## src/include/ampc_pkg.sv

```systemverilog
// Constants shared by the audio converter mode/power control ends.
// Assumes a single 100 MHz system clock on both ends.
package ampc_pkg;
    // ==========
    // Clock and times
    // ==========
    localparam int CLK_MHZ = 100;          // System clock rate
    localparam int RAMP_MS = 25;           // Volume ramp and power down
    localparam int BOOT_MS = 20;           // Boot to active mode
    localparam int PWRUP_US = 100;         // Least supply/pin spacing at power up
    localparam int PWRDN_MS = 10;          // Least pin/supply spacing at power down
    localparam int CLK_LOSS_US = 10;       // Audio clock absence timeout
    localparam int RAMP_CYC = RAMP_MS * 1000 * CLK_MHZ;
    localparam int BOOT_CYC = BOOT_MS * 1000 * CLK_MHZ;
    localparam int PWRUP_CYC = PWRUP_US * CLK_MHZ;
    localparam int PWRDN_CYC = PWRDN_MS * 1000 * CLK_MHZ;
    localparam int CLK_LOSS_CYC = CLK_LOSS_US * CLK_MHZ;
    localparam int BCLK_HALF_CYC = 4;      // Bit clock half period
    localparam int FRAME_BCLKS = 64;       // Bit clocks per frame
    // ==========
    // Enhancer and filter figures
    // ==========
    localparam logic signed [7:0] ENH_THRESH_DB = -8'sh24;  // Trigger level
    localparam logic [7:0] ENH_GAIN_MAX_DB = 8'h18;         // Gain ceiling
    localparam int ENH_MAX_RATE_KHZ = 48;                   // Highest rate allowed
    localparam logic [7:0] LL_LATENCY_TENTHS = 8'h4D;       // Low latency delay
    localparam logic [7:0] VOL_FULL = 8'hFF;                // Full volume
    // ==========
    // Controller register map
    // ==========
    localparam logic [3:0] REG_CTRL = 4'h0;
    localparam logic [3:0] REG_RATE = 4'h4;
    localparam logic [3:0] REG_STATUS = 4'h8;
    localparam int CTRL_RUN = 0;           // Request active mode
    localparam int CTRL_CLK = 1;           // Run audio clocks
    localparam int CTRL_ENH = 2;           // Request enhancer
    localparam int CTRL_MODE = 3;          // Mode (filter) select
    localparam int CTRL_MS = 4;            // High selects master
    localparam int CTRL_FORMAT_SELECT_LOW_PIN = 5;
    localparam int CTRL_FORMAT_SELECT_HIGH_PIN = 6;
    localparam int STAT_ON = 0;            // Shutdown pin released
    localparam int STAT_SETTLE = 1;        // Waiting before release
    localparam int STAT_OFF_OK = 2;        // Supplies may be removed
    localparam logic [6:0] CTRL_RST = 7'h00;
    localparam logic [7:0] RATE_RST = 8'h30;  // Sample rate in kHz
endpackage : ampc_pkg

```

## src/include/ampc_pins_if.sv

```systemverilog
// Configuration, shutdown and audio clock pins between controller and converter.
// Assumes both ends share clk; all pins are one-way from the controller.
`timescale 1ns/10ps
interface ampc_pins_if;
    logic shutdown_n_pin;            // Low holds converter in shutdown
    logic enhancer_select_pin;       // Enhancer request
    logic mode_select_low_pin;       // High picks low latency filter
    logic master_slave_select_pin;   // Low picks slave
    logic format_select_low_pin;
    logic format_select_high_pin;
    logic bclk;                      // Bit clock
    logic fsync;                     // Frame sync
    // Controller end
    modport host (output shutdown_n_pin, enhancer_select_pin, mode_select_low_pin,
        master_slave_select_pin, format_select_low_pin, format_select_high_pin,
        bclk, fsync);
    // Converter end
    modport dev (input shutdown_n_pin, enhancer_select_pin, mode_select_low_pin,
        master_slave_select_pin, format_select_low_pin, format_select_high_pin,
        bclk, fsync);
endinterface : ampc_pins_if

```

## src/design/ampc_device.sv

```systemverilog
// Converter end: shutdown/boot sequencing, clock-driven channel power, enhancer.
// Assumes pins arrive asynchronously and are synchronised here.
//
// Local design decisions: the register offsets and register access over Avalon-MM.
`timescale 1ns/10ps
// Summary of operation
// - Enhancer only in slave with select high
// - Enhancer gains below -36 dB input
// - Enhancer gain never exceeds 24 dB
// - Controller avoids enhancer above 48 kHz
// - Shutdown low ramps volume, powers down 25ms
// - Shutdown high boots to active, 20 ms
// - Controller releases after supply, pins set
// - Clocks present power channels, start sending
// - Clocks stop power channels down
// - Slave, formats low give four-channel TDM
// - Clocks may start after pins set
// - Shutdown anytime; re-entry repeats sequence
// - Controller holds shutdown until supply settled
// - Power-up spacing at least 100 us
// - Power-down spacing at least 10 ms
// - Low latency filter delay 7.7 samples
module ampc_device import ampc_pkg::*; #(
    parameter int NCH = 4,                    // Converter channels
    parameter int P_RAMP_CYC = RAMP_CYC,      // Ramp-down length
    parameter int P_BOOT_CYC = BOOT_CYC,      // Boot length
    parameter int P_LOSS_CYC = CLK_LOSS_CYC   // Clock loss timeout
) (
    input wire logic clk_i,
    input wire logic rst_n_i,
    ampc_pins_if.dev pins,
    input wire logic signed [7:0] sample_level_db_i,
    output logic active_o,
    output logic shutdown_o,
    output logic analog_on_o,
    output logic [NCH-1:0] chan_power_o,
    output logic tx_enable_o,
    output logic [7:0] volume_o,
    output logic enhancer_on_o,
    output logic [7:0] enhancer_gain_db_o,
    output logic tdm4_slave_o,
    output logic master_o,
    output logic [1:0] format_o,
    output logic low_latency_o,
    output logic [7:0] latency_tenths_o
);
    // ==========
    // Pin synchronisers
    // ==========
    typedef enum logic [3:0] {
        ST_SHDN = 4'b0001,
        ST_BOOT = 4'b0010,
        ST_ACTIVE = 4'b0100,
        ST_RAMP = 4'b1000
    } ampc_dev_state_t;

    logic [7:0] raw;                    // Pins as they arrive
    logic [7:0] s1_ff, s2_ff, s3_ff;    // Three stage synchroniser
    logic [7:0] pin_ff, nxt_pin;        // Filtered pin levels
    logic bclk_prev_ff;                 // Previous filtered bit clock
    logic [23:0] loss_ff, nxt_loss;     // Cycles since last bit clock edge
    logic clk_ok_ff, nxt_clk_ok;        // Audio clocks present
    ampc_dev_state_t state_ff, nxt_state;
    logic [23:0] cnt_ff, nxt_cnt;       // Phase timer
    logic [23:0] step_ff, nxt_step;     // Volume step timer
    logic [7:0] vol_ff, nxt_vol;        // Record volume
    logic [4:0] cfg_ff, nxt_cfg;        // Captured configuration
    logic [7:0] gain_ff, nxt_gain;      // Enhancer gain
    logic signed [8:0] headroom;        // Threshold minus level
    logic enh_en;                       // Enhancer allowed

    localparam logic [23:0] STEP_CYC = 24'(P_RAMP_CYC / 256);

    assign raw = {pins.fsync, pins.bclk, pins.format_select_high_pin,
        pins.format_select_low_pin, pins.master_slave_select_pin,
        pins.mode_select_low_pin, pins.enhancer_select_pin, pins.shutdown_n_pin};

    // Level changes only once stages two and three agree
    always_comb begin
        nxt_pin = (s2_ff & s3_ff) | (pin_ff & (s2_ff | s3_ff));
    end

    // Synchroniser registers
    always_ff @(posedge clk_i or negedge rst_n_i) begin
        if (!rst_n_i) begin
            s1_ff <= 8'h00;
            s2_ff <= 8'h00;
            s3_ff <= 8'h00;
            pin_ff <= 8'h00;
        end else begin
            s1_ff <= raw;
            s2_ff <= s1_ff;
            s3_ff <= s2_ff;
            pin_ff <= nxt_pin;
        end
    end

    // ==========
    // Audio clock presence
    // ==========
    always_comb begin
        nxt_loss = loss_ff;
        nxt_clk_ok = clk_ok_ff;
        if (pin_ff[6] != bclk_prev_ff) begin
            // Edge seen: clocks present
            nxt_loss = 24'h00_0000;
            nxt_clk_ok = 1'b1;
        end else if (loss_ff >= 24'(P_LOSS_CYC)) begin
            nxt_clk_ok = 1'b0;
        end else begin
            nxt_loss = loss_ff + 24'h00_0001;
        end
    end

    // Clock detector registers
    always_ff @(posedge clk_i or negedge rst_n_i) begin
        if (!rst_n_i) begin
            bclk_prev_ff <= 1'b0;
            loss_ff <= 24'h00_0000;
            clk_ok_ff <= 1'b0;
        end else begin
            bclk_prev_ff <= pin_ff[6];
            loss_ff <= nxt_loss;
            clk_ok_ff <= nxt_clk_ok;
        end
    end

    // ==========
    // Power sequencer
    // ==========
    always_comb begin
        nxt_state = state_ff;
        nxt_cnt = cnt_ff + 24'h00_0001;
        nxt_step = step_ff;
        nxt_vol = vol_ff;
        nxt_cfg = cfg_ff;
        case (state_ff)
            ST_SHDN: begin
                nxt_cnt = 24'h00_0000;
                if (pin_ff[0]) begin
                    nxt_cfg = pin_ff[5:1];
                    nxt_state = ST_BOOT;
                end
            end
            ST_BOOT: begin
                if (!pin_ff[0]) begin
                    nxt_state = ST_SHDN;
                end else if (cnt_ff >= 24'(P_BOOT_CYC - 1)) begin
                    nxt_vol = VOL_FULL;
                    nxt_state = ST_ACTIVE;
                end
            end
            ST_ACTIVE: begin
                nxt_cnt = 24'h00_0000;
                nxt_step = 24'h00_0000;
                if (!pin_ff[0]) begin
                    nxt_state = ST_RAMP;
                end
            end
            default: begin
                if (step_ff >= STEP_CYC - 24'h00_0001) begin
                    nxt_step = 24'h00_0000;
                    if (vol_ff != 8'h00) begin
                        nxt_vol = vol_ff - 8'h01;
                    end
                end else begin
                    nxt_step = step_ff + 24'h00_0001;
                end
                if (cnt_ff >= 24'(P_RAMP_CYC - 1)) begin
                    nxt_vol = 8'h00;
                    nxt_state = ST_SHDN;
                end
            end
        endcase
    end

    // Sequencer registers
    always_ff @(posedge clk_i or negedge rst_n_i) begin
        if (!rst_n_i) begin
            state_ff <= ST_SHDN;
            cnt_ff <= 24'h00_0000;
            step_ff <= 24'h00_0000;
            vol_ff <= 8'h00;
            cfg_ff <= 5'h00;
        end else begin
            state_ff <= nxt_state;
            cnt_ff <= nxt_cnt;
            step_ff <= nxt_step;
            vol_ff <= nxt_vol;
            cfg_ff <= nxt_cfg;
        end
    end

    // ==========
    // Enhancer gain
    // ==========
    // slave and select pin high
    assign enh_en = !cfg_ff[2] && cfg_ff[0];
    assign headroom = 9'(ENH_THRESH_DB) - 9'(sample_level_db_i);

    always_comb begin
        nxt_gain = 8'h00;
        if (enh_en && state_ff == ST_ACTIVE && headroom > 9'sh000) begin
            if (headroom > $signed({1'b0, ENH_GAIN_MAX_DB})) begin
                nxt_gain = ENH_GAIN_MAX_DB;
            end else begin
                nxt_gain = headroom[7:0];
            end
        end
    end

    // Gain register
    always_ff @(posedge clk_i or negedge rst_n_i) begin
        if (!rst_n_i) begin
            gain_ff <= 8'h00;
        end else begin
            gain_ff <= nxt_gain;
        end
    end

    // ==========
    // Outputs
    // ==========
    assign active_o = state_ff == ST_ACTIVE;
    assign shutdown_o = state_ff == ST_SHDN;
    assign analog_on_o = state_ff != ST_SHDN;
    assign chan_power_o = {NCH{clk_ok_ff && (state_ff == ST_ACTIVE || state_ff == ST_RAMP)}};
    assign tx_enable_o = clk_ok_ff && (state_ff == ST_ACTIVE || state_ff == ST_RAMP);
    assign volume_o = vol_ff;
    assign enhancer_on_o = enh_en && state_ff == ST_ACTIVE;
    assign enhancer_gain_db_o = gain_ff;
    assign tdm4_slave_o = cfg_ff[4:2] == 3'h0;
    assign master_o = cfg_ff[2];
    assign format_o = cfg_ff[4:3];
    assign low_latency_o = cfg_ff[1];
    assign latency_tenths_o = cfg_ff[1] ? LL_LATENCY_TENTHS : 8'h00;
endmodule : ampc_device

```

## src/flat_wrapper.sv

```systemverilog
// flat-port wrapper written by rule: the top's interface ports become plain ports
module ampc_device_flat import ampc_pkg::*;
#(
    parameter int NCH = 4,                                         
    parameter int P_RAMP_CYC = RAMP_CYC,                         
    parameter int P_BOOT_CYC = BOOT_CYC,                    
    parameter int P_LOSS_CYC = CLK_LOSS_CYC                        
)
  (clk_i, rst_n_i, sample_level_db_i, active_o, shutdown_o, analog_on_o, chan_power_o, tx_enable_o, volume_o, enhancer_on_o, enhancer_gain_db_o, tdm4_slave_o, master_o, format_o, low_latency_o, latency_tenths_o, pins_shutdown_n_pin, pins_enhancer_select_pin, pins_mode_select_low_pin, pins_master_slave_select_pin, pins_format_select_low_pin, pins_format_select_high_pin, pins_bclk, pins_fsync);
  ampc_pins_if pins_i ();
  input wire logic clk_i;
  input wire logic rst_n_i;
  input wire logic signed [7:0] sample_level_db_i;
  output logic active_o;
  output logic shutdown_o;
  output logic analog_on_o;
  output logic [NCH-1:0] chan_power_o;
  output logic tx_enable_o;
  output logic [7:0] volume_o;
  output logic enhancer_on_o;
  output logic [7:0] enhancer_gain_db_o;
  output logic tdm4_slave_o;
  output logic master_o;
  output logic [1:0] format_o;
  output logic low_latency_o;
  output logic [7:0] latency_tenths_o;
  input wire logic [$bits(pins_i.shutdown_n_pin)-1:0] pins_shutdown_n_pin;
  input wire logic [$bits(pins_i.enhancer_select_pin)-1:0] pins_enhancer_select_pin;
  input wire logic [$bits(pins_i.mode_select_low_pin)-1:0] pins_mode_select_low_pin;
  input wire logic [$bits(pins_i.master_slave_select_pin)-1:0] pins_master_slave_select_pin;
  input wire logic [$bits(pins_i.format_select_low_pin)-1:0] pins_format_select_low_pin;
  input wire logic [$bits(pins_i.format_select_high_pin)-1:0] pins_format_select_high_pin;
  input wire logic [$bits(pins_i.bclk)-1:0] pins_bclk;
  input wire logic [$bits(pins_i.fsync)-1:0] pins_fsync;
  assign pins_i.shutdown_n_pin = pins_shutdown_n_pin;
  assign pins_i.enhancer_select_pin = pins_enhancer_select_pin;
  assign pins_i.mode_select_low_pin = pins_mode_select_low_pin;
  assign pins_i.master_slave_select_pin = pins_master_slave_select_pin;
  assign pins_i.format_select_low_pin = pins_format_select_low_pin;
  assign pins_i.format_select_high_pin = pins_format_select_high_pin;
  assign pins_i.bclk = pins_bclk;
  assign pins_i.fsync = pins_fsync;
  ampc_device #(.NCH(NCH), .P_RAMP_CYC(P_RAMP_CYC), .P_BOOT_CYC(P_BOOT_CYC), .P_LOSS_CYC(P_LOSS_CYC)) u_core (.clk_i(clk_i), .rst_n_i(rst_n_i), .pins(pins_i), .sample_level_db_i(sample_level_db_i), .active_o(active_o), .shutdown_o(shutdown_o), .analog_on_o(analog_on_o), .chan_power_o(chan_power_o), .tx_enable_o(tx_enable_o), .volume_o(volume_o), .enhancer_on_o(enhancer_on_o), .enhancer_gain_db_o(enhancer_gain_db_o), .tdm4_slave_o(tdm4_slave_o), .master_o(master_o), .format_o(format_o), .low_latency_o(low_latency_o), .latency_tenths_o(latency_tenths_o));
endmodule
```

## config.mk

```make
export PLATFORM = sky130hd
export DESIGN_NAME = ampc_device_flat
export DESIGN_NICKNAME = d
export VERILOG_FILES = /design/src/include/ampc_pkg.sv /design/src/include/ampc_pins_if.sv /design/src/design/ampc_device.sv /design/src/flat_wrapper.sv
export SDC_FILE = /design/constraint.sdc
export NUM_CORES = 1
export LEC_CHECK = 0
export ABC_CLOCK_PERIOD_IN_PS = 3500
export BUFFER_PORTS_ARGS = -buffer_cell sky130_fd_sc_hd__buf_2
export CORE_AREA = 2 2 107 109
export CTS_BUF_LIST = sky130_fd_sc_hd__clkbuf_4
export CTS_CLUSTER_DIAMETER = 120
export CTS_CLUSTER_SIZE = 8
export DETAILED_ROUTE_END_ITERATION = 12
export DIE_AREA = 0 0 109 111
export PLACE_DENSITY_LB_ADDON = 0.3
export REMOVE_ABC_BUFFERS = 1
export SYNTH_ARGS = -nofsm -noshare
export SYNTH_HDL_FRONTEND = slang
export SYNTH_SLANG_ARGS = --single-unit
```

## constraint.sdc

```tcl
create_clock -name clk_i -period 3.5 [get_ports clk_i]
set_clock_uncertainty 0.15 [all_clocks]
set_input_delay 0.35 -clock clk_i [delete_from_list [all_inputs] [get_ports clk_i]]
set_output_delay 0.35 -clock clk_i [all_outputs]
set_load 0.01 [all_outputs]
```

Yosys cells after proc, flatten, opt, wreduce, memory -nomap -nowiden. Cells that the tools add are included.

Logic and storage cells: 80. Bits in registers: 131. Output and inout port bits: 38.

Add/subtract/negate cells: 5. Mux-type cells: 22. Bitwise operators: 5. Equality and inequality tests: 12. $lt $le $gt $ge: 6. Reduce and logical (&&, ||, !) cells: 17.

Operator list (number): 24-bit two-way mux (4); 24-bit by 1-bit adder with 24-bit output (second input constant) (3); 8-bit two-way mux (7); 24-bit one-hot mux with 2 select lines (1); 24-bit by 10-bit greater-or-equal comparator with 1-bit output (second input constant) (1); 24-bit by 14-bit greater-or-equal comparator with 1-bit output (second input constant) (1); 24-bit by 21-bit greater-or-equal comparator with 1-bit output (second input constant) (1); 24-bit by 22-bit greater-or-equal comparator with 1-bit output (second input constant) (1); 4-bit two-way mux (5); 8-bit bitwise AND (2); 8-bit bitwise OR (2); 8-bit one-hot mux with 2 select lines (1); 4-bit one-hot mux with 3 select lines (1); 9-bit by 1-bit greater-than comparator with 1-bit output (second input constant) (1); 9-bit by 6-bit greater-than comparator with 1-bit output (second input constant) (1); 7-bit by 8-bit subtractor with 9-bit output (first input constant) (1); 2-bit by 1-bit inequality test with 1-bit output (second input constant) (4); 8-bit nonzero test (1); 8-bit by 1-bit subtractor with 8-bit output (second input constant) (1); 7-bit two-way mux (1); 3-bit nonzero test (2); 5-bit AND reduction (1); 4-bit by 1-bit equality test with 1-bit output (second input constant) (1); 4-bit by 2-bit equality test with 1-bit output (second input constant) (1); 17 further kinds (22).

Logic depth before layout (Yosys ltp). Gate-level depths: netlist (run 1).

Word-level depth: 5. Depth in mapped cells: 9. Gate-level depth less buffers: 8.

Worst setup path before layout (run 1). OpenSTA, ideal clock, no wires.

Path kind: reg2reg. From: reg u_core.state_ff[2]. To: reg u_core.vol_ff[5], in the netlist u_core.volume_o[5]. Stages on the path, launching flop included: 8. Clock period less this slack: 2.386 ns. Path buffers: 1. Slack: 1.114 ns. Library setup time: 0.118 ns. Data arrival time: 2.117 ns. Cell sequence: dfrtp_1 > buf_6 > or4b_4 > or3_1 > a311oi_2 > a221o_2 > a21oi_2 > o2bb2a_4.

Cells in the longest elaborated chain, start to end: 4. Elaborated cells on any way between the ends: 11. Classes of those cells: 5 x eq/ne; 1 x mux; 1 x bitwise; 4 x reduce/logical.

RTL lines: from (decl) (line ampc_device.sv:63) `ampc_dev_state_t state_ff, nxt_state;`; from (signal assigned) (line ampc_device.sv:186) `state_ff <= nxt_state;`; 4-bit by 3-bit equality test with 1-bit output or 4-bit by 1-bit equality test with 1-bit output (tied branches) (line ampc_device.sv:137) `case (state_ff)`; 2-bit OR reduction (no source line); 1-bit inverter (no source line); 5-bit AND reduction (no source line); to (signal assigned) (line ampc_device.sv:189) `vol_ff <= nxt_vol;`; to (decl) (line ampc_device.sv:66) `logic [7:0] vol_ff, nxt_vol;`.

Parallel ways exist; a longest one is shown, timed or not. A chain may end at the register's enable or synchronous reset.

Worst setup path in the final report (run 1).
From: reg u_core.state_ff[0]. To: out shutdown_o.

Cells in the longest elaborated chain, start to end: 1.

RTL lines: 4-bit by 1-bit equality test with 1-bit output (line ampc_device.sv:225) `assign shutdown_o = state_ff == ST_SHDN;`; to (decl) (line flat_wrapper.sv:15) `output logic shutdown_o;`.

Every way passes these cells.

==> metrics.md, run 1 <==
| Metric | Value |
|---|---|
| Hpwl dp | `7669 um` |
| Final antenna-violating net count | `0` |
| CTS Buffer Depth | `2` |
| Overflow left after global routing | `0` |
| DR vias/cell | `5.631` |
| R2R Setup Slk | `0.90 ns` |
| Worst Path Required | `3.00 ns` |
| Worst setup path endpoint | `shutdown_o` |
| Vias in the first global route | `4206` |
| Cell area after layout | `6645 um2` |
| Final Cycle Share | `76.98%` |
| GRT Total Usage | `20.24%` |
| Dpl ws | `0.9091 ns` |
| Nature of the critical path endpoint | `output pin` |
| # port buffers | `50` |
| Final setup fails | `0` |
| Final min period | `2.694 ns` |
| Post-Syn Area | `5918 um2` |
| Initial Util | `53.43%` |
| Post-synth top cells | `dfrtp_1, nor2_1, nand2_1` |
| Clock latency on the worst-skew pair | `0.52 ns` |
| Worst EP arrival | `2.19 ns` |
| Combinational share of power | `5.0%` |
| Clock slew at reported path FFs | `0.11 ns` |
| Row count | `39` |
| Die W | `109 um` |
| Internal | `0.002132 W` |
| Yosys reg bits | `127` |
| Cell taking the most area after synthesis | `dfrtp_1` |
| Root Driver | `clkbuf_4` |
| Yosys cell types | `68` |
| DR DRC count | `0` |
| Reg-to-reg endpoint | `u_core.volume_o[2]` |
| Layout area overhead | `12.28%` |
| Post-synth top area share | `53.28%` |
| P per Cell Area | `423.3 nW/um2` |
| RePlAce Congestion | `0.8514` |
| Initial antenna violation count | `0` |
| H-Tree Depth | `4` |
| Post-CTS Setup Bufs | `0` |
| Setup ws final | `0.8057 ns` |
| Fin. max-slew vios | `0` |
| RSZ-0062 raised after global routing | `no` |
| Hold Crit Class | `input pin to flop` |
| Fin nets | `640` |
| Largest net degree at the start of global routing | `54` |
| First-pass GRT wire length | `19500 um` |
| Worst setup startpoint | `u_core.state_ff[0]` |
| Startpoint types | `flop` |
| Die Ht | `111 um` |
| CORE AREA | `11080 um2` |
| FMAX | `0.3711 GHz` |
| Asr flop ratio synth | `100.0%` |
| Synth Warn # | `0` |
| Clock power share | `40.8%` |
| Placed instance count | `729` |
| Dpl cell area | `6222 um2` |
| Num CTS Buffers | `17` |
| Pleak | `3.240 nW` |
| Syn_area_per_cell | `10.53 um2` |
| Routed vias | `4330` |
| DIE AREA | `12100 um2` |
| Seq pwr share | `54.2%` |
| Clock Sink Count | `127` |
| Worst relative slew slack | `34.16%` |
| Most common cell in the netlist | `dfrtp_1` |
| Worst Reg2Reg Path Length in Cells | `5` |
| Final hold vios | `0` |
| WL/cell | `14.48 um` |
| CTS tree | `yes` |
| EDFF count, synth | `0` |
| Worst-Margin Slew | `0.9785 ns` |
| Share of layout cells above drive strength 1 | `16.77%` |
| DR pass1 iterations | `4` |
| Setup_tns | `0 ns` |
| Post-synthesis sequential area ratio | `53.72%` |
| Final Non-Filler Cells | `769` |
| DR iter-0 viols | `224` |
| Cells after Synth | `562` |
| Status | `finished clean` |
| CP max FO | `7` |
| IO Count | `56` |
| IR drop worst, VDD | `289.2 uV` |
| Sw Share | `24.22%` |
| Psw | `0.0006814 W` |
| Routed Wire Length | `11140 um` |
| Antenna diodes | `0` |
| Dominant cells by area after synthesis | `dfrtp_1, xor2_1, nor2_1, and3_1, o21ai_0` |
| Reg2reg start | `u_core.cnt_ff[15]` |
| Max-Cap Viols | `0` |
| WS Path Type | `flop to output pin` |
| Main synth FF type | `dfrtp_1` |
==> registers in the layout, summed over array words and instances (netlist names), 8 cells and up <==
register and flops:
u_core.volume_o 8, u_core.enhancer_gain_db_o 8, u_core.cnt_ff 24, u_core.loss_ff 24
u_core.step_ff 24
==> power by group through the flow <==
stage | combinational, W | clock (W) | sequential (W)
4_1_cts | 0.000144 | 0.00118 | 0.00153
3_3_place_gp | 0.000126 | 0 | 0.00155
2_1_floorplan | 0.0000649 | 0 | 0.00155
5_1_grt | 0.000162 | 0.00123 | 0.00153
6_report | 0.000141 | 0.00115 | 0.00153
3_5_place_dp | 0.000134 | 0 | 0.00156
==> cell families after synthesis <==
| family | count (synthesis) | synth area share [%] |
|---|---|---|
| compound gates | 99 | 12.14 |
| xor+xnor | 38 | 5.624 |
| fa+ha+maj | 15 | 2.875 |
| buf+inv | 59 | 4.862 |
| flops | 127 | 53.72 |
| mux | 6 | 1.120 |
| other cells | 1 | 0.06336 |
| simple gates | 217 | 19.60 |
==> placed cells by master (no fill, tap or decap), drive strengths merged, types with 5 or more instances in the layout <==
cell type / instances
dfrtp: 126
buf: 55
nor2: 52
nand2: 28
inv: 28
o21ai: 27
xor2: 25
and3: 22
nor3: 20
nand4: 19
a21oi: 19
nand3: 18
clkbuf: 17
and2: 15
xnor2: 13
nor4: 12
dlygate4sd3: 9
or3: 8
ha: 8
maj3: 7
conb: 7
o21a: 6
nor3b: 5
a31oi: 5
mux2: 5
==> per-stage QoR <==
stage / total power [W] / hold WS (ns) / utilization, %
after floorplan: 0.001614 / -0.09559 / -
after global placement: 0.001677 / 0.1844 / 56.17
after detailed placement: 0.001689 / 0.1862 / 56.17
after CTS: 0.002848 / 0.02126 / 59.99
after global routing: 0.002927 / 0.04687 / 59.99
final: 0.002813 / 0.06546 / 59.99
==> critical path, stage by stage (launching register included) <==
cell     delay [ns]
dfstp_2        0.63
nor4b_1        0.78
buf_2          0.27
==> worst min-delay path by stage <==
stage                    startpoint                            to  slack (ns)  depth (start not counted)
2_1_floorplan               rst_n_i           u_core.bclk_prev_ff        -0.1                          0
3_3_place_gp        u_core.s1_ff[4]               u_core.s2_ff[4]        0.18                          0
3_5_place_dp        u_core.s1_ff[5]               u_core.s2_ff[5]        0.19                          0
4_1_cts        sample_level_db_i[4]  u_core.enhancer_gain_db_o[4]        0.02                          3
5_1_grt        sample_level_db_i[4]  u_core.enhancer_gain_db_o[4]        0.05                          3
6_report       sample_level_db_i[4]  u_core.enhancer_gain_db_o[4]        0.07                          3
==> metal layers <==
| layer | global-route usage (%) | wire, um | up-vias |
|---|---|---|---|
| li1 | - | - | 2096 |
| met1 | 26.94 | 5051 | 2129 |
| met2 | 32.01 | 5509 | 84 |
| met3 | 3.880 | 369 | 21 |
| met4 | 9.145 | 207 | 0 |
| met5 | 0 | 0 | - |
==> what timing repair did <==
item,4_1_cts,5_1_grt
resized for setup,0,0
endpoints found under the hold margin,59,0
hold buffers,9,0
==> layout make-up <==
| cell class | count | area, um2 |
|---|---|---|
| clock buffer | 17 | 127.6 |
| clock inverter | 14 | 205.2 |
| fill | 928 | 4432 |
| inverter | 22 | 82.58 |
| multi-input combinational | 382 | 2479 |
| sequential | 127 | 3179 |
| tap | 143 | 178.9 |
| timing repair buffer | 64 | 392.9 |
(Power assumes the default switching activity.)
==> run 2: changes to the inputs <==
Settings changed: ABC_CLOCK_PERIOD_IN_PS 3500 to 2770.
Clock period 3.5 ns to 2.77 ns, I/O delays scaled along.
==> metrics.md, run 2 (synthesis gave the netlist of run 1 again) <==
| Metric | Value |
|---|---|
| Worst setup path endpoint | `u_core.enhancer_gain_db_o[4]` |
| CTS tree | `yes` |
| RSZ-0062 raised after global routing | `no` |
| Most common cell after layout, fill and taps aside | `dfrtp_1` |
| Num CTS Buffers | `17` |
| Root Driver | `clkbuf_4` |
| Largest regs | `u_core.cnt_ff: 24 flops, u_core.loss_ff: 24 flops, u_core.step_ff: 24 flops` |
| Dpl ws | `0.3088 ns` |
| CORE AREA | `11080 um2` |
| Sw Share | `24.94%` |
| DR DRC count | `0` |
| WS Path Type | `input pin to flop` |
| Met1 wire length | `5251 um` |
| H-Tree Depth | `4` |
| IR drop worst, VDD | `491.3 uV` |
| R2R Setup Slk | `0.23 ns` |
| Wire length on met3 | `424 um` |
| Max-Cap Viols | `0` |
| Setup ws final | `0.1950 ns` |
| CP max FO | `9` |
| Worst Path Required | `3.04 ns` |
| Worst EP arrival | `2.84 ns` |
| GRT Total Usage | `21.00%` |
| Met2 Routed Length | `5484 um` |
| Overflow left after global routing | `0` |
| Fin. max-slew vios | `0` |
| DR iter-0 viols | `205` |
| Initial antenna violation count | `0` |
| WL/cell | `14.46 um` |
| Setup_tns | `0 ns` |
| CTS Buffer Depth | `2` |
| Pleak | `3.300 nW` |
| Status | `finished clean` |
| Clock power share | `36.9%` |
| Worst Reg2Reg Path Length in Cells | `6` |
| Worst relative slew slack | `46.93%` |
| Startpoint types | `input pin` |
| Final antenna-violating net count | `0` |
| Worst-Margin Slew | `0.7904 ns` |
| Initial Util | `53.43%` |
| IO Count | `56` |
| Antenna diodes | `0` |
| Die W | `109 um` |
| Final min period | `2.575 ns` |
| DR vias/cell | `5.558` |
| Reg-to-reg endpoint | `u_core.volume_o[5]` |
| Largest net degree at the start of global routing | `61` |
| Clock slew at reported path FFs | `0.10 ns` |
| Layout area overhead | `13.64%` |
| Psw | `0.0008335 W` |
| Seq pwr share | `57.6%` |
| Hold Crit Class | `input pin to flop` |
| # port buffers | `50` |
| Internal | `0.002508 W` |
| Share of layout cells above drive strength 1 | `18.17%` |
| Hold_sp | `sample_level_db_i[1]` |
| P per Cell Area | `496.9 nW/um2` |
| RePlAce Congestion | `0.8748` |
| Routed Wire Length | `11380 um` |
| Final setup fails | `0` |
| DIE AREA | `12100 um2` |
| Routed vias | `4374` |
| Vias in the first global route | `4232` |
| Row count | `39` |
| DR pass1 iterations | `4` |
| Clock Sink Count | `127` |
| Reg2reg start | `u_core.cnt_ff[14]` |
| Hpwl dp | `7800 um` |
| Most frequent cells in the layout | `dfrtp_1, nor2_1, buf_2, nand2_1, o21ai_0` |
| Fin nets | `657` |
| Final hold vios | `0` |
| Die Ht | `111 um` |
| Total power | `0.003342 W` |
| FMAX | `0.3883 GHz` |
| Nature of the critical path endpoint | `flop` |
| Clock latency on the worst-skew pair | `0.54 ns` |
| Final Cycle Share | `92.96%` |
| First-pass GRT wire length | `19890 um` |
| Worst setup startpoint | `sample_level_db_i[0]` |
| Max Used Layer | `met4` |
| Combinational share of power | `5.4%` |
## run 2: changes by cell type in the layout (fill, tap and decap cells not counted)
cell | before | now
bufinv_16 | 4 | 2
clkinvlp_4 | 2 | 3
clkinv_2 | 0 | 3
clkinv_4 | 2 | 1
clkbuf_4 | 17 | 18
buf_4 | 5 | 18
inv_6 | 6 | 3
dlygate4sd3_1 | 9 | 13
clkinv_1 | 0 | 2
## run 2: power groups by stage
stage | logic (W) | clock network [W] | registers (W)
floorplan | 0.0000821 | 0 | 0.00196
CTS | 0.000185 | 0.00127 | 0.00193
detailed placement | 0.000172 | 0 | 0.00196
global placement | 0.000161 | 0 | 0.00196
finish | 0.000181 | 0.00123 | 0.00193
global route | 0.000209 | 0.00136 | 0.00193
## run 2: worst min-delay path by stage
stage               slack (ns)  cells past startpoint                            to
floorplan                -0.17                      0           u_core.bclk_prev_ff
global placement          0.18                      0               u_core.s2_ff[6]
detailed placement        0.19                      0               u_core.s2_ff[6]
CTS                       0.01                      4  u_core.enhancer_gain_db_o[1]
global route              0.06                      4  u_core.enhancer_gain_db_o[1]
finish                    0.06                      4  u_core.enhancer_gain_db_o[1]
## run 2: repair_timing
item                      4_1_cts  5_1_grt
gates resized for setup         0        0
hold buffers                   13        0
buffers inserted                0        0
hold endpoints to repair       68        0
## run 2: critical path: stages
cell,delay [ns]
dlygate4sd3_1,0.55
buf_2,0.18
inv_1,0.08
ha_1,0.31
nor3_1,0.29
nand2_1,0.09
a21oi_1,0.14
o21ai_0,0.16
o21a_1,0.22
dlygate4sd3_1,0.56
## run 2: per-stage QoR
step           utilization, %  instance area, um2  std cells  hold WS [ns]
2_1_floorplan               -                5736        531       -0.1686
3_3_place_gp            57.05                6320        742        0.1812
3_5_place_dp            57.05                6320        742        0.1871
4_1_cts                 60.71                6725        787       0.01450
5_1_grt                 60.71                6725        787       0.05638
6_report                60.71                6725        787       0.05918
## run 2: layer usage
layer / track usage [%] / vias to the layer above
li1: - / 2130
met1: 28.52 / 2124
met2: 31.43 / 98
met3: 4.997 / 22
met4: 10.51 / 0
met5: 0 / -
## run 2: final cells by class
cell class                 count  area, um2
clock buffer                  18      135.1
clock inverter                14      140.1
fill                         902       4352
inverter                      22      82.58
multi-input combinational    382       2479
sequential                   127       3179
tap                          143      178.9
timing repair buffer          81      530.5
==> run 3: changes to the inputs <==
Settings changed: BUFFER_PORTS_ARGS -buffer_cell sky130_fd_sc_hd__buf_2 to -buffer_cell sky130_fd_sc_hd__buf_4, CAP_MARGIN set to 20.
==> metrics.md, run 3 (synthesis gave the netlist of run 1 again) <==
| Metric | Value |
|---|---|
| Max Used Layer | `met4` |
| Clock power share | `33.4%` |
| Hpwl dp | `7805 um` |
| Row count | `39` |
| Largest net degree at the start of global routing | `54` |
| CORE AREA | `11080 um2` |
| Largest regs | `u_core.cnt_ff: 24 flops, u_core.loss_ff: 24 flops, u_core.step_ff: 24 flops` |
| IO Count | `56` |
| Final antenna-violating net count | `0` |
| Final core utilization | `61.52%` |
| Met2 Routed Length | `5581 um` |
| Startpoint types | `input pin` |
| CP max FO | `9` |
| Routed Wire Length | `11390 um` |
| WS Path Type | `input pin to flop` |
| Fin. max-slew vios | `0` |
| Pleak | `3.296 nW` |
| Worst-Margin Slew | `0.7201 ns` |
| Placed instance count | `741` |
| Max-Cap Viols | `0` |
| Overflow left after global routing | `0` |
| Clock latency on the worst-skew pair | `0.53 ns` |
| Initial antenna violation count | `0` |
| Most frequent cells in the layout | `dfrtp_1, buf_4, nor2_1, nand2_1, o21ai_0` |
| Final min period | `2.564 ns` |
| FMAX | `0.3900 GHz` |
| Die Ht | `111 um` |
| Routed vias | `4348` |
| CTS Buffer Depth | `2` |
| WHS | `0.05684 ns` |
| Clock slew at reported path FFs | `0.10 ns` |
| DR iter-0 viols | `332` |
| Num CTS Buffers | `17` |
| GRT Total Usage | `21.04%` |
| First-pass GRT wire length | `20120 um` |
| DR vias/cell | `5.518` |
| DR pass1 iterations | `5` |
| Psw | `0.0008254 W` |
| Final Non-Filler Cells | `788` |
| Vias in the first global route | `4357` |
| Worst EP arrival | `2.82 ns` |
| Antenna diodes | `0` |
| Hold Path Depth | `4` |
| R2R Setup Slk | `0.26 ns` |
| Reg-to-reg endpoint | `u_core.volume_o[5]` |
| DIE AREA | `12100 um2` |
| Layout area overhead | `15.14%` |
| Wire length on met3 | `405 um` |
| Status | `finished clean` |
| RSZ-0062 raised after global routing | `no` |
| Final hold vios | `0` |
| Reg2reg start | `u_core.cnt_ff[14]` |
| Final setup fails | `0` |
| Worst Path Required | `3.03 ns` |
| Initial Util | `53.43%` |
| Combinational share of power | `5.8%` |
| Sw Share | `26.05%` |
| IR drop worst, VDD | `346.2 uV` |
| RePlAce Congestion | `0.8718` |
| Worst relative slew slack | `51.65%` |
| Final Cycle Share | `92.57%` |
| H-Tree Depth | `4` |
| P per Cell Area | `465.1 nW/um2` |
| Internal | `0.002344 W` |
| Dpl cell area | `6435 um2` |
| Hold Path End | `u_core.enhancer_gain_db_o[1]` |
| Clock Sink Count | `127` |
| Resized cells post-CTS | `0` |
| Most common cell after layout, fill and taps aside | `dfrtp_1` |
| Hold Crit Class | `input pin to flop` |
| CTS tree | `yes` |
| Die W | `109 um` |
| Seq pwr share | `60.8%` |
| Hold_sp | `sample_level_db_i[1]` |
| Met1 wire length | `5190 um` |
| # port buffers | `50` |
| Cell area after layout | `6814 um2` |
| Share of layout cells above drive strength 1 | `18.45%` |
| Nature of the critical path endpoint | `flop` |
| Root Driver | `clkbuf_4` |
| WL/cell | `14.46 um` |
| Worst Reg2Reg Path Length in Cells | `6` |
| Fin nets | `658` |
| DR DRC count | `0` |
[run 3: layout make-up]
type / count / area (um2)
inverters: 22 / 82.58
multi-input cells: 382 / 2479
clock inverters: 13 / 91.34
flip-flops and latches: 127 / 3179
repair buffers: 82 / 660.6
well taps: 143 / 178.9
fillers: 877 / 4263
clock buffers: 19 / 142.6
[run 3: worst max path at each step]
| stage | from | endpoint | slack (ns) | cells after the start |
|---|---|---|---|---|
| 2_1_floorplan | u_core.state_ff[0] | u_core.step_ff[11] | -0.50 | 6 |
| 3_3_place_gp | u_core.cnt_ff[14] | u_core.volume_o[5] | 0.33 | 6 |
| 3_5_place_dp | u_core.step_ff[2] | u_core.step_ff[4] | 0.24 | 8 |
| 4_1_cts | u_core.step_ff[2] | u_core.volume_o[3] | 0.22 | 6 |
| 5_1_grt | sample_level_db_i[0] | u_core.enhancer_gain_db_o[4] | 0.03 | 10 |
| 6_report | sample_level_db_i[0] | u_core.enhancer_gain_db_o[4] | 0.21 | 10 |
[run 3: critical path: stages]
cell and delay, ns:
dlygate4sd3_1 0.53, buf_4 0.16, inv_1 0.07, ha_1 0.36, nor3b_1 0.22, o21ai_0 0.10
a21oi_1 0.13, o21ai_0 0.18, o21a_1 0.24, dlygate4sd3_1 0.55
[run 3: per-layer routing]
metal	up-vias	track usage (%)
li1	2130	-
met1	2111	28.42
met2	86	32.17
met3	21	5.761
met4	0	8.376
met5	-	0
[run 3: through the flow]
stage | setup WS (ns) | TNS (ns) | total power [W]
after floorplan | -0.5026 | -8.404 | 0.002039
after global placement | 0.3303 | 0 | 0.002128
after detailed placement | 0.2408 | 0 | 0.002137
after CTS | 0.2162 | 0 | 0.003218
after global routing | 0.03151 | 0 | 0.003337
final | 0.2058 | 0 | 0.003169
[run 3: power groups by stage]
stage	clock [W]	combinational (W)	sequential (W)
after floorplan	0	0.0000821	0.00196
after global placement	0	0.000168	0.00196
after detailed placement	0	0.000173	0.00196
after CTS	0.00110	0.000187	0.00193
after global routing	0.00119	0.000210	0.00194
final	0.00106	0.000184	0.00193
[run 3: repair_timing]
item,in CTS,in global routing
endpoints found under the setup margin,0,1
endpoints found under the hold margin,54,0
setup buffers,0,2
hold buffers,13,0
